==> src/include/pri_pkg.sv <==
// Constants, register offsets and field layout for the priority interrupt controller
package pri_pkg;
   localparam int          ADDR_W       = 8;
   localparam int          DATA_W       = 16;
   localparam int          LVL_W        = 4;
   localparam int          VEC_W        = 7;
   localparam int          PRIO_W       = 3;
   localparam int          EV_W         = 3;
   localparam int          PRIO_PER_REG = 4;
   localparam int          PRIO_STRIDE  = 4;
   // Register byte offsets, one 16-bit word each
   localparam logic [7:0]  OFF_CTRL1    = 8'h00;
   localparam logic [7:0]  OFF_FLAG     = 8'h02;
   localparam logic [7:0]  OFF_EN       = 8'h04;
   localparam logic [7:0]  OFF_PRIO0    = 8'h06;
   localparam logic [7:0]  OFF_PRIO_INC = 8'h02;
   localparam logic [7:0]  OFF_SRL      = 8'h20;
   localparam logic [7:0]  OFF_TEST     = 8'h22;
   localparam logic [7:0]  OFF_ISTAT    = 8'h24;
   localparam logic [7:0]  OFF_IMASK    = 8'h26;
   localparam logic [7:0]  OFF_TIMED_INTERRUPT_DISABLE     = 8'h28;
   // Field positions
   localparam int          NEST_DIS_BIT = 15;
   localparam int          UNACK_BIT    = 15;
   localparam int          HOLD_BIT     = 13;
   localparam int          LVL_LSB      = 8;
   localparam int          SRL_LVL_LSB  = 1;
   localparam int          EV_TAKEN     = 0;
   localparam int          EV_TRAP      = 1;
   localparam int          EV_UNACK     = 2;
   // Reset values and level encodings
   localparam logic [2:0]  PRIO_RST     = 3'h4;
   localparam logic [2:0]  PRIO_OFF     = 3'h0;
   localparam logic [3:0]  USER_MAX_LVL = 4'h7;
   localparam logic [3:0]  TIMED_INTERRUPT_DISABLE_LVL     = 4'h6;
   localparam logic [3:0]  TRAP_LVL_TOP = 4'hF;
   localparam logic [3:0]  TRAP_LVL_MIN = 4'h8;
   localparam logic [6:0]  SRC_VEC_BASE = 7'h08;
   localparam logic [6:0]  VEC_MAX      = 7'h76;
endpackage : pri_pkg

==> src/logic/pri_ctrl.sv <==
// Priority interrupt controller top: registers, CPU request path and save stack
// Summary of operation
// - Unacked flag set while a pending request is held off by CPU level.
// - Hold bit one: captured vector follows highest pending interrupt.
// - Hold bit zero: captured vector keeps last acknowledged interrupt.
// - Four-bit new CPU level field reports levels 0 to 15.
// - Captured vector sits in bits 6:0, values 0 to 118.
// - Unused test register bits read zero and ignore writes.
// - Reset puts every user source priority at level 4.
// - Priority 000 disables a source; 111 is highest user level 7.
// - Nesting disable bit 15 stops handlers being preempted by user sources.
// - A source requests only with both flag and enable set.
// - Return restores saved status byte and previous CPU level.
// - ORing 0Eh into status byte raises CPU levels 0-7 to 7 and levels 8-15 to 15.
// - Traps at levels 12-15 are masked only by CPU level, never by nesting or timed disable.
// - Timed disable masks levels 1-6 for a count; level 7 still passes.
//
// Decided for this implementation: the plain strobed port and the address map.
`timescale 1ns/10ps
`default_nettype none
module pri_ctrl #(
   parameter int NUM_SRC     = 8,
   parameter int NUM_TRAP    = 4,
   parameter int STACK_DEPTH = 16
) (
   input  wire logic                        REF_CLK,
   input  wire logic                        RST,
   input  wire logic [pri_pkg::ADDR_W-1:0]  ADDR,
   input  wire logic [pri_pkg::DATA_W-1:0]  WDATA,
   input  wire logic                        WR,
   input  wire logic                        RD,
   output logic      [pri_pkg::DATA_W-1:0]  RDATA,
   input  wire logic [NUM_SRC-1:0]          SRC_EVENT,
   input  wire logic [NUM_TRAP-1:0]         TRAP_EVENT,
   output logic                             CPU_IRQ,
   output logic      [pri_pkg::VEC_W-1:0]   CPU_VECTOR,
   output logic      [pri_pkg::LVL_W-1:0]   CPU_LEVEL,
   input  wire logic                        CPU_ACK,
   input  wire logic                        CPU_RETURN,
   output logic                             INT
);
   import pri_pkg::*;
   localparam int NPR = NUM_SRC / PRIO_PER_REG;
   localparam int SW  = LVL_W + 8;

   logic [NUM_TRAP-1:0]     trap_flag_r;
   logic                    nest_dis_r;
   logic [NUM_SRC-1:0]      flag_r;
   logic [NUM_SRC-1:0]      en_r;
   logic [PRIO_W-1:0]       prio_r [NUM_SRC];
   logic [NUM_SRC*PRIO_W-1:0] prio_flat;
   logic [LVL_W-1:0]        cpu_lvl_r;
   logic [7:0]              srl_r;
   logic                    hold_r;
   logic [VEC_W-1:0]        last_vec_r;
   logic [DATA_W-1:0]       timed_interrupt_disable_cnt_r;
   logic [EV_W-1:0]         istat_r;
   logic [EV_W-1:0]         imask_r;
   logic                    unack_r;
   logic [DATA_W-1:0]       rdata_nxt;
   logic                    any;
   logic [VEC_W-1:0]        best_vec;
   logic [LVL_W-1:0]        best_lvl;
   logic [LVL_W-1:0]        user_thr;
   logic                    irq;
   logic                    unack;
   logic                    take;
   logic                    stk_empty;
   logic [SW-1:0]           stk_top;
   logic [7:0]              srl_view;
   logic [VEC_W-1:0]        cap_vec;
   logic [EV_W-1:0]         ev;

   ////////////////////////////////////////////////////////////////////////////////
   // Control, flag and enable registers; a hardware set wins over a write
   always_ff @(posedge REF_CLK)
   begin
      if (RST)
      begin
         trap_flag_r <= '0;
         nest_dis_r  <= 1'b0;
      end
      else
      begin
         trap_flag_r <= ((WR && ADDR == OFF_CTRL1) ? WDATA[NUM_TRAP-1:0] : trap_flag_r)
                        | TRAP_EVENT;
         if (WR && ADDR == OFF_CTRL1)
            nest_dis_r <= WDATA[NEST_DIS_BIT];
      end
   end

   always_ff @(posedge REF_CLK)
   begin
      if (RST)
         flag_r <= '0;
      else
         flag_r <= ((WR && ADDR == OFF_FLAG) ? WDATA[NUM_SRC-1:0] : flag_r) | SRC_EVENT;
   end

   always_ff @(posedge REF_CLK)
   begin
      if (RST)
         en_r <= '0;
      else if (WR && ADDR == OFF_EN)
         en_r <= WDATA[NUM_SRC-1:0];
   end

   genvar s;
   generate
      for (s = 0; s < NUM_SRC; s++)
      begin : g_prio
         localparam logic [7:0] PADDR = OFF_PRIO0 + 8'((s / PRIO_PER_REG) * 2);
         always_ff @(posedge REF_CLK)
         begin
            if (RST)
               prio_r[s] <= PRIO_RST;
            else if (WR && ADDR == PADDR)
               prio_r[s] <= WDATA[(s % PRIO_PER_REG)*PRIO_STRIDE +: PRIO_W];
         end
         assign prio_flat[s*PRIO_W +: PRIO_W] = prio_r[s];
      end
   endgenerate

   ////////////////////////////////////////////////////////////////////////////////
   // Arbitration against the CPU level
   pri_arbiter #(
      .NUM_SRC  (NUM_SRC),
      .NUM_TRAP (NUM_TRAP)
   ) u_arb (
      .src_prio (prio_flat),
      .src_req  (flag_r & en_r),
      .trap_req (trap_flag_r),
      .any      (any),
      .best_vec (best_vec),
      .best_lvl (best_lvl)
   );

   // User threshold is lifted by nesting disable and the timed disable
   always_comb
   begin
      user_thr = cpu_lvl_r;
      if (timed_interrupt_disable_cnt_r != '0 && user_thr < TIMED_INTERRUPT_DISABLE_LVL)
         user_thr = TIMED_INTERRUPT_DISABLE_LVL;
      if (nest_dis_r && !stk_empty)
         user_thr = USER_MAX_LVL;
   end

   // Traps compare only against the CPU level, never the user threshold
   assign irq   = any && ((best_lvl >= TRAP_LVL_MIN) ? (best_lvl > cpu_lvl_r)
                                                     : (best_lvl > user_thr));
   assign unack = any && !irq;
   assign take  = CPU_ACK && irq;

   assign CPU_IRQ    = irq;
   assign CPU_VECTOR = best_vec;
   assign CPU_LEVEL  = best_lvl;

   ////////////////////////////////////////////////////////////////////////////////
   // CPU level, status byte and save stack
   pri_level_stack #(
      .DEPTH     (STACK_DEPTH),
      .WIDTH     (SW)
   ) u_stk (
      .clk       (REF_CLK),
      .rst       (RST),
      .push      (take),
      .pop       (CPU_RETURN && !take),
      .push_data ({cpu_lvl_r, srl_view}),
      .top_data  (stk_top),
      .empty     (stk_empty),
      .full      ()
   );

   assign srl_view = {srl_r[7:4], cpu_lvl_r[2:0], srl_r[0]};

   always_ff @(posedge REF_CLK)
   begin
      if (RST)
      begin
         cpu_lvl_r <= '0;
         srl_r     <= '0;
      end
      else if (take)
         cpu_lvl_r <= best_lvl;
      else if (CPU_RETURN && !stk_empty)
      begin
         cpu_lvl_r <= stk_top[SW-1 -: LVL_W];
         srl_r     <= stk_top[7:0];
      end
      else if (WR && ADDR == OFF_SRL)
      begin
         // Level bits sit at 3:1 and level bit 3 is kept, so an OR of 0Eh lands on 7 below level 8, else on 15
         cpu_lvl_r <= {cpu_lvl_r[LVL_W-1], WDATA[SRL_LVL_LSB +: 3]};
         srl_r     <= WDATA[7:0];
      end
   end

   always_ff @(posedge REF_CLK)
   begin
      if (RST)
         last_vec_r <= '0;
      else if (take)
         last_vec_r <= best_vec;
   end

   always_ff @(posedge REF_CLK)
   begin
      if (RST)
         hold_r <= 1'b0;
      else if (WR && ADDR == OFF_TEST)
         hold_r <= WDATA[HOLD_BIT];
   end

   // Count of cycles left in a timed disable; zero means inactive
   always_ff @(posedge REF_CLK)
   begin
      if (RST)
         timed_interrupt_disable_cnt_r <= '0;
      else if (WR && ADDR == OFF_TIMED_INTERRUPT_DISABLE)
         timed_interrupt_disable_cnt_r <= WDATA;
      else if (timed_interrupt_disable_cnt_r != '0)
         timed_interrupt_disable_cnt_r <= timed_interrupt_disable_cnt_r - DATA_W'(1);
   end

   assign cap_vec = hold_r ? (any ? best_vec : '0) : last_vec_r;

   ////////////////////////////////////////////////////////////////////////////////
   // Sticky events, cleared by reading; a new event in the read cycle survives
   assign ev = {unack && !unack_r, |TRAP_EVENT, take};

   always_ff @(posedge REF_CLK)
   begin
      if (RST)
      begin
         istat_r <= '0;
         imask_r <= '0;
         unack_r <= 1'b0;
      end
      else
      begin
         istat_r <= ((RD && ADDR == OFF_ISTAT) ? '0 : istat_r) | ev;
         unack_r <= unack;
         if (WR && ADDR == OFF_IMASK)
            imask_r <= WDATA[EV_W-1:0];
      end
   end

   assign INT = |(istat_r & imask_r);

   ////////////////////////////////////////////////////////////////////////////////
   // Read mux; unmapped addresses read zero
   always_comb
   begin
      rdata_nxt = '0;
      case (ADDR)
         OFF_CTRL1 :
         begin
            rdata_nxt[NEST_DIS_BIT]   = nest_dis_r;
            rdata_nxt[NUM_TRAP-1:0]   = trap_flag_r;
         end
         OFF_FLAG  : rdata_nxt[NUM_SRC-1:0] = flag_r;
         OFF_EN    : rdata_nxt[NUM_SRC-1:0] = en_r;
         OFF_SRL   : rdata_nxt[7:0] = srl_view;
         OFF_TEST  :
         begin
            rdata_nxt[UNACK_BIT]             = unack;
            rdata_nxt[HOLD_BIT]              = hold_r;
            rdata_nxt[LVL_LSB +: LVL_W]      = cpu_lvl_r;
            rdata_nxt[VEC_W-1:0]             = cap_vec;
         end
         OFF_ISTAT : rdata_nxt[EV_W-1:0] = istat_r;
         OFF_IMASK : rdata_nxt[EV_W-1:0] = imask_r;
         OFF_TIMED_INTERRUPT_DISABLE  : rdata_nxt = timed_interrupt_disable_cnt_r;
         default   :
         begin
            for (int r = 0; r < NPR; r++)
            begin
               if (ADDR == OFF_PRIO0 + 8'(r * 2))
               begin
                  for (int j = 0; j < PRIO_PER_REG; j++)
                     rdata_nxt[j*PRIO_STRIDE +: PRIO_W] = prio_r[r*PRIO_PER_REG + j];
               end
            end
         end
      endcase
   end

   always_ff @(posedge REF_CLK)
   begin
      if (RST)
         RDATA <= '0;
      else if (RD)
         RDATA <= rdata_nxt;
   end
endmodule : pri_ctrl
`default_nettype wire

==> src/logic/pri_arbiter.sv <==
// Highest-priority selection among pending traps and enabled user sources
`timescale 1ns/10ps
`default_nettype none
module pri_arbiter #(
   parameter int NUM_SRC  = 8,
   parameter int NUM_TRAP = 4
) (
   input  wire logic [NUM_SRC*pri_pkg::PRIO_W-1:0] src_prio,
   input  wire logic [NUM_SRC-1:0]                 src_req,
   input  wire logic [NUM_TRAP-1:0]                trap_req,
   output logic                                    any,
   output logic [pri_pkg::VEC_W-1:0]               best_vec,
   output logic [pri_pkg::LVL_W-1:0]               best_lvl
);
   import pri_pkg::*;
   localparam int NC = NUM_SRC + NUM_TRAP;

   logic [LVL_W-1:0] cand_lvl [NC];
   logic [VEC_W-1:0] cand_vec [NC];
   logic [NC-1:0]    cand_ok;

   ////////////////////////////////////////////////////////////////////////////////
   genvar k;
   generate
      for (k = 0; k < NC; k++)
      begin : g_cand
         if (k < NUM_TRAP)
         begin : g_trap
            assign cand_ok[k]  = trap_req[k];
            assign cand_lvl[k] = TRAP_LVL_TOP - LVL_W'(k);
            assign cand_vec[k] = VEC_W'(k);
         end
         else
         begin : g_src
            // Priority zero switches a source off entirely
            assign cand_ok[k]  = src_req[k-NUM_TRAP] &&
                                 (src_prio[(k-NUM_TRAP)*PRIO_W +: PRIO_W] != PRIO_OFF);
            assign cand_lvl[k] = {1'b0, src_prio[(k-NUM_TRAP)*PRIO_W +: PRIO_W]};
            assign cand_vec[k] = SRC_VEC_BASE + VEC_W'(k - NUM_TRAP);
         end
      end
   endgenerate

   ////////////////////////////////////////////////////////////////////////////////
   // Strict compare keeps the lower vector on equal levels
   always_comb
   begin
      any      = 1'b0;
      best_lvl = '0;
      best_vec = '0;
      for (int i = 0; i < NC; i++)
      begin
         if (cand_ok[i] && (!any || cand_lvl[i] > best_lvl))
         begin
            any      = 1'b1;
            best_lvl = cand_lvl[i];
            best_vec = cand_vec[i];
         end
      end
   end
endmodule : pri_arbiter
`default_nettype wire

==> src/logic/pri_level_stack.sv <==
// Save stack for CPU level and status byte across nested handlers
`timescale 1ns/10ps
`default_nettype none
module pri_level_stack #(
   parameter int DEPTH = 16,
   parameter int WIDTH = 12
) (
   input  wire logic             clk,
   input  wire logic             rst,
   input  wire logic             push,
   input  wire logic             pop,
   input  wire logic [WIDTH-1:0] push_data,
   output logic      [WIDTH-1:0] top_data,
   output logic                  empty,
   output logic                  full
);
   localparam int CW = $clog2(DEPTH + 1);

   logic [WIDTH-1:0] mem [DEPTH];
   logic [CW-1:0]    cnt_r;

   ////////////////////////////////////////////////////////////////////////////////
   // Push beyond depth is dropped; the restore then gets the newest stored entry
   always_ff @(posedge clk)
   begin
      if (rst)
         cnt_r <= '0;
      else if (push && !full)
         cnt_r <= cnt_r + CW'(1);
      else if (pop && !empty)
         cnt_r <= cnt_r - CW'(1);
   end

   always_ff @(posedge clk)
   begin
      if (push && !full)
         mem[cnt_r[$clog2(DEPTH)-1:0]] <= push_data;
   end

   assign empty    = (cnt_r == '0);
   assign full     = (cnt_r == CW'(DEPTH));
   assign top_data = empty ? '0 : mem[$clog2(DEPTH)'(cnt_r - CW'(1))];
endmodule : pri_level_stack
`default_nettype wire

==> config.mk <==
export PLATFORM = sky130hd
export DESIGN_NAME = pri_ctrl
export DESIGN_NICKNAME = d
export VERILOG_FILES = /design/src/include/pri_pkg.sv /design/src/logic/pri_ctrl.sv /design/src/logic/pri_arbiter.sv /design/src/logic/pri_level_stack.sv
export SDC_FILE = /design/constraint.sdc
export NUM_CORES = 1
export LEC_CHECK = 0
export ABC_AREA = 1
export ABC_CLOCK_PERIOD_IN_PS = 9400
export BUFFER_PORTS_ARGS = -buffer_cell sky130_fd_sc_hd__buf_2
export CAP_MARGIN = 15
export CORE_UTILIZATION = 53
export DETAILED_ROUTE_END_ITERATION = 10
export HOLD_SLACK_MARGIN = 0.03
export PLACE_DENSITY_LB_ADDON = 0.3
export SLEW_MARGIN = 20
export SYNTH_ARGS = -nofsm -noshare
export SYNTH_HDL_FRONTEND = slang
export SYNTH_SLANG_ARGS = --single-unit
==> constraint.sdc <==
create_clock -name REF_CLK -period 9.4 [get_ports REF_CLK]
set_clock_uncertainty 0.15 [all_clocks]
set_input_delay 0.47 -clock REF_CLK [delete_from_list [all_inputs] [get_ports REF_CLK]]
set_output_delay 0.47 -clock REF_CLK [all_outputs]
set_load 0.05 [all_outputs]
==> results.txt <==
----------------------------------------------------
[Clocking]
  Root buffer selected by CTS ... sky130_fd_sc_hd__clkbuf_16
  Number of buffers between clock root and the deepest sink ... 3
  Clock tree from TritonCTS ... yes
  Number of buffers created by CTS ... 27
  Worst skew pair latency ... 560 ps
  Clock transition at the register clock pins on the worst setup and hold paths after CTS ... 60 ps
  Number of sinks driven by the clock tree ... 247
  CTS H-tree lvls ... 1

[GRT]
  Met2 layer usage reported by global route ... 0.510
  First-pass GRT wire length ... 60.4 mm
  Global Route met3 Usage ... 0.0820
  Pin count of the biggest net entering global routing ... 79
  GRT overflow ... 0
  Grt peak-use layer ... met2
  Initial antenna violation count ... 0
  Routing usage on met1 ... 0.465
  Total track usage ... 0.336
  Vias in the first global route ... 10.7k

[Cells and area]
  Antenna Diode Count ... 0
  Commonest cells after routing, fill and taps aside ... sky130_fd_sc_hd__nand2_1 (256), sky130_fd_sc_hd__edfxtp_1 (168), sky130_fd_sc_hd__inv_1 (147), sky130_fd_sc_hd__a21oi_1 (120), sky130_fd_sc_hd__buf_4 (117)
  Final core occ ... 0.724
  Layout cell share with drive strength beyond 1 ... 0.287
  P&R area growth vs syn ... 33.7%
  Final standard cell area without fillers ... 16,400 um2
  Number of nets in the layout ... 1,670
  Most common cell after layout, fill and taps aside ... sky130_fd_sc_hd__nand2_1

[Placement]
  Setup slack after placement ... -631 ps
  Dpl cell area ... 14,000 um2
  PortBufs ... 67
  Weighted congestion reported at the end of routability-driven placement ... 1.03
  Final HPWL DP ... 25.9 mm

[Worst hold path]
  HP Start ... WDATA[8]
  Worst min path class ... input pin to flip-flop
  WHS Path Cells ... 3
  Worst hold endpoint ... timed_interrupt_disable_cnt_r[8]

[Worst setup path]
  Master of the slowest instance on the critical path ... sky130_fd_sc_hd__dfxtp_4
  Depth of the worst register-to-register path ... 89
  Startpoint of the lowest-slack register-to-register path ... trap_flag_r[0]
  Kind of critical path ... flip-flop to flip-flop
  Critical Path AT ... 10,390 ps
  Slack of the worst reg-to-reg path ... -870 ps
  Worst path max stage delay ... 350 ps
  Worst reg2reg path endpoint ... u_stk.mem[12][7]
  Most common cell on crit path ... sky130_fd_sc_hd__nand2_2
  Startpoint type of the worst setup path ... flip-flop
  Worst-path fanout max ... 6
  CP endpoint kind ... flip-flop
  Worst endpoint required time ... 9520 ps

[Logic synthesis]
  Combined area of all synthesized cells ... 12,300 um2
  Proportion of synthesized area in mux cells ... 0
  Sequential fraction of the synthesis area ... 0.540
  Number of register bits inferred by synthesis ... 247
  Leading register cell type out of synthesis ... sky130_fd_sc_hd__edfxtp_1
  Post-synthesis share of cell area spent on xor and xnor gates ... 0.0121
  Number of enable-type register cells in the synthesized netlist ... 168
  Synth Area in Compound Gates ... 0.147
  Average footprint of a synthesized cell ... 8.95 um2
  Post-synth ARST share ... 0
  Main combinational cell family by area after synthesis ... simple AND/OR/NAND/NOR gates
  Mapped Cells ... 1,370
  Adder-Cell Fraction of Synth Area ... 0.0347
  Synthesis Warnings ... 0
  Distinct cell type count after synthesis ... 55
  Simple-gate share of the synthesized area ... 0.194

[Die]
  Initial Util ... 0.542
  Width of the die ... 154 um
  Floorplan die height ... 154 um
  Top Ports ... 71
  Overall die area ... 23,700 um2
  Standard cell core area ... 22,600 um2
  Site Rows ... 55

[Timing]
  Final Cycle Share ... 1.09
  Unrepaired setup endpoints after global routing ... true
  Headroom to the max-slew limit ... 0.297
  Max-slew violation total from the final report ... 0
  Hold violation count in the final report ... 0
  Final setup viols ... 169
  Post-route setup slack ... -871 ps
  Crit path time final ... 10,270 ps
  Worst hold-check slack ... 39.9 ps
  Achievable Freq ... 97.4 MHz
  Transition time at the pin with the least slew margin ... 1050 ps

[Route]
  Total number of vias ... 11.4k
  Iteration-0 DRC Markers ... 1,343
  Vias/cell ... 6.01
  DRC ... 0
  Detailed-routing iteration count for the pre-antenna-repair pass ... 9
  Detail Route Antenna Nets ... 0
  Total length of routed wires ... 40.6 mm
  Routed wire length per instance ... 21.4 um

[Run]
  MaxCap Viol Count ... 0

[Pwr]
  Power Dens Cells ... 260 nW/um2
  Static Leakage ... 0.00681 uW
  Power consumption ... 4270 uW
  Peak supply drop ... 0.000235 V

[Outcome]
  Violated checks ... setup timing
  Result of the run ... finished, violations left

----------------------------------------------------
## flip-flops by register name (all words and copies together) (netlist names)
name                           flops
u_stk.mem                        144
hold_r                             1
cpu_lvl_r                          4
nest_dis_r                         1
last_vec_r                         4
unack_r                            1
srl_r                              5
RDATA                             16
en_r                               8
imask_r                            3
trap_flag_r                        4
u_stk.cnt_r                        5
prio_r                            24
flag_r                             8
timed_interrupt_disable_cnt_r     16
istat_r                            3
## timing repair
item / CTS / global route
endpoints found under the setup margin: 170 / 176
endpoints found under the hold margin: 9 / 0
gates cloned: 8 / 1
setup buffers: 42 / 20
gates resized for setup: 105 / 101
hold buffers: 9 / 0
pin swaps: 77 / 86
## Yosys cell counts (all sizes together) (2+ instances only)
master   instances  area (um2)
xnor2            6        52.6
o2111ai          3        26.3
ha              34         425
nand3           85         453
nor3            14        70.1
inv            170         641
o221ai           9        78.8
o31ai            9        67.6
a31oi           18         119
edfxtp         168        5040
dfxtp           79        1580
or3              5        31.3
o21ai           64         320
o311ai           3        26.3
a221oi          13         114
buf             14        86.3
a221o            7        70.1
a22oi           24         180
and2            11        68.8
a211oi           2        15.0
nand2          313        1230
a21oi          130         651
o22ai           14        87.6
nand4            8        56.3
clkinv           2        8.75
nor4             5        37.5
or2              3        21.3
xor2            11        96.3
nor2           101         407
clkbuf          38         143
## metal layers
layer / up-vias / wire length [um]
li1: 5173 / -
met2: 765 / 17800
met1: 5335 / 16200
met4: 0 / 1730
met3: 138 / 4800
met5: - / 0
## power by group
group	switching [uW]	leakage (uW)	internal, uW
sequential	164	0.00221	1340
clock	458	0.000442	623
combinational	1070	0.00416	614
## final cells by class
class / instances / area, um2
sequential: 247 / 6630
clock inverter: 20 / 208
timing repair buffer: 243 / 2150
timing repair inverter: 1 / 7.51
fill: 1522 / 6250
clock buffer: 30 / 697
inverter: 172 / 681
multi-input combinational: 902 / 5660
tap: 285 / 357
## through the flow
step,instances,TNS [ps]
after floorplan,1372,-66430
after global placement,1778,-37500
after detailed placement,1778,-91290
after CTS,1887,-80030
after global routing,1900,-247460
final,1900,-121470
## critical path: cells and delay by family (launching register included)
kind                     cells  cell delay, ps
AO/OA/AOI/OAI               10            1060
adder cells (fa/ha/maj)      8            1990
buffers and inverters       15            1420
flip-flops                   1             350
AND/OR/NAND/NOR             56            4980
## cell families (layout without fill, tap and decap cells)
kind of cell	count (synthesis)	count (layout)
AOI/OAI and AO/OA	301	301
xor gates and xnor gates	17	17
adders and majority gates	34	34
buffers and inverters	224	466
DFF	247	247
other	1	3
and+or+nand+nor	546	547
## how the worst max path moves through the flow
stage                         startpoint               end  cells past startpoint
final                     trap_flag_r[0]  u_stk.mem[12][7]                     89
after global routing           flag_r[0]  u_stk.mem[12][5]                     89
after CTS                 trap_flag_r[1]           CPU_IRQ                     81
after detailed placement  trap_flag_r[0]  u_stk.mem[10][6]                     85
after global placement         flag_r[0]  u_stk.mem[10][4]                     84
after floorplan           trap_flag_r[0]  u_stk.mem[10][0]                     85
Power figures use the tool's default switching activity.
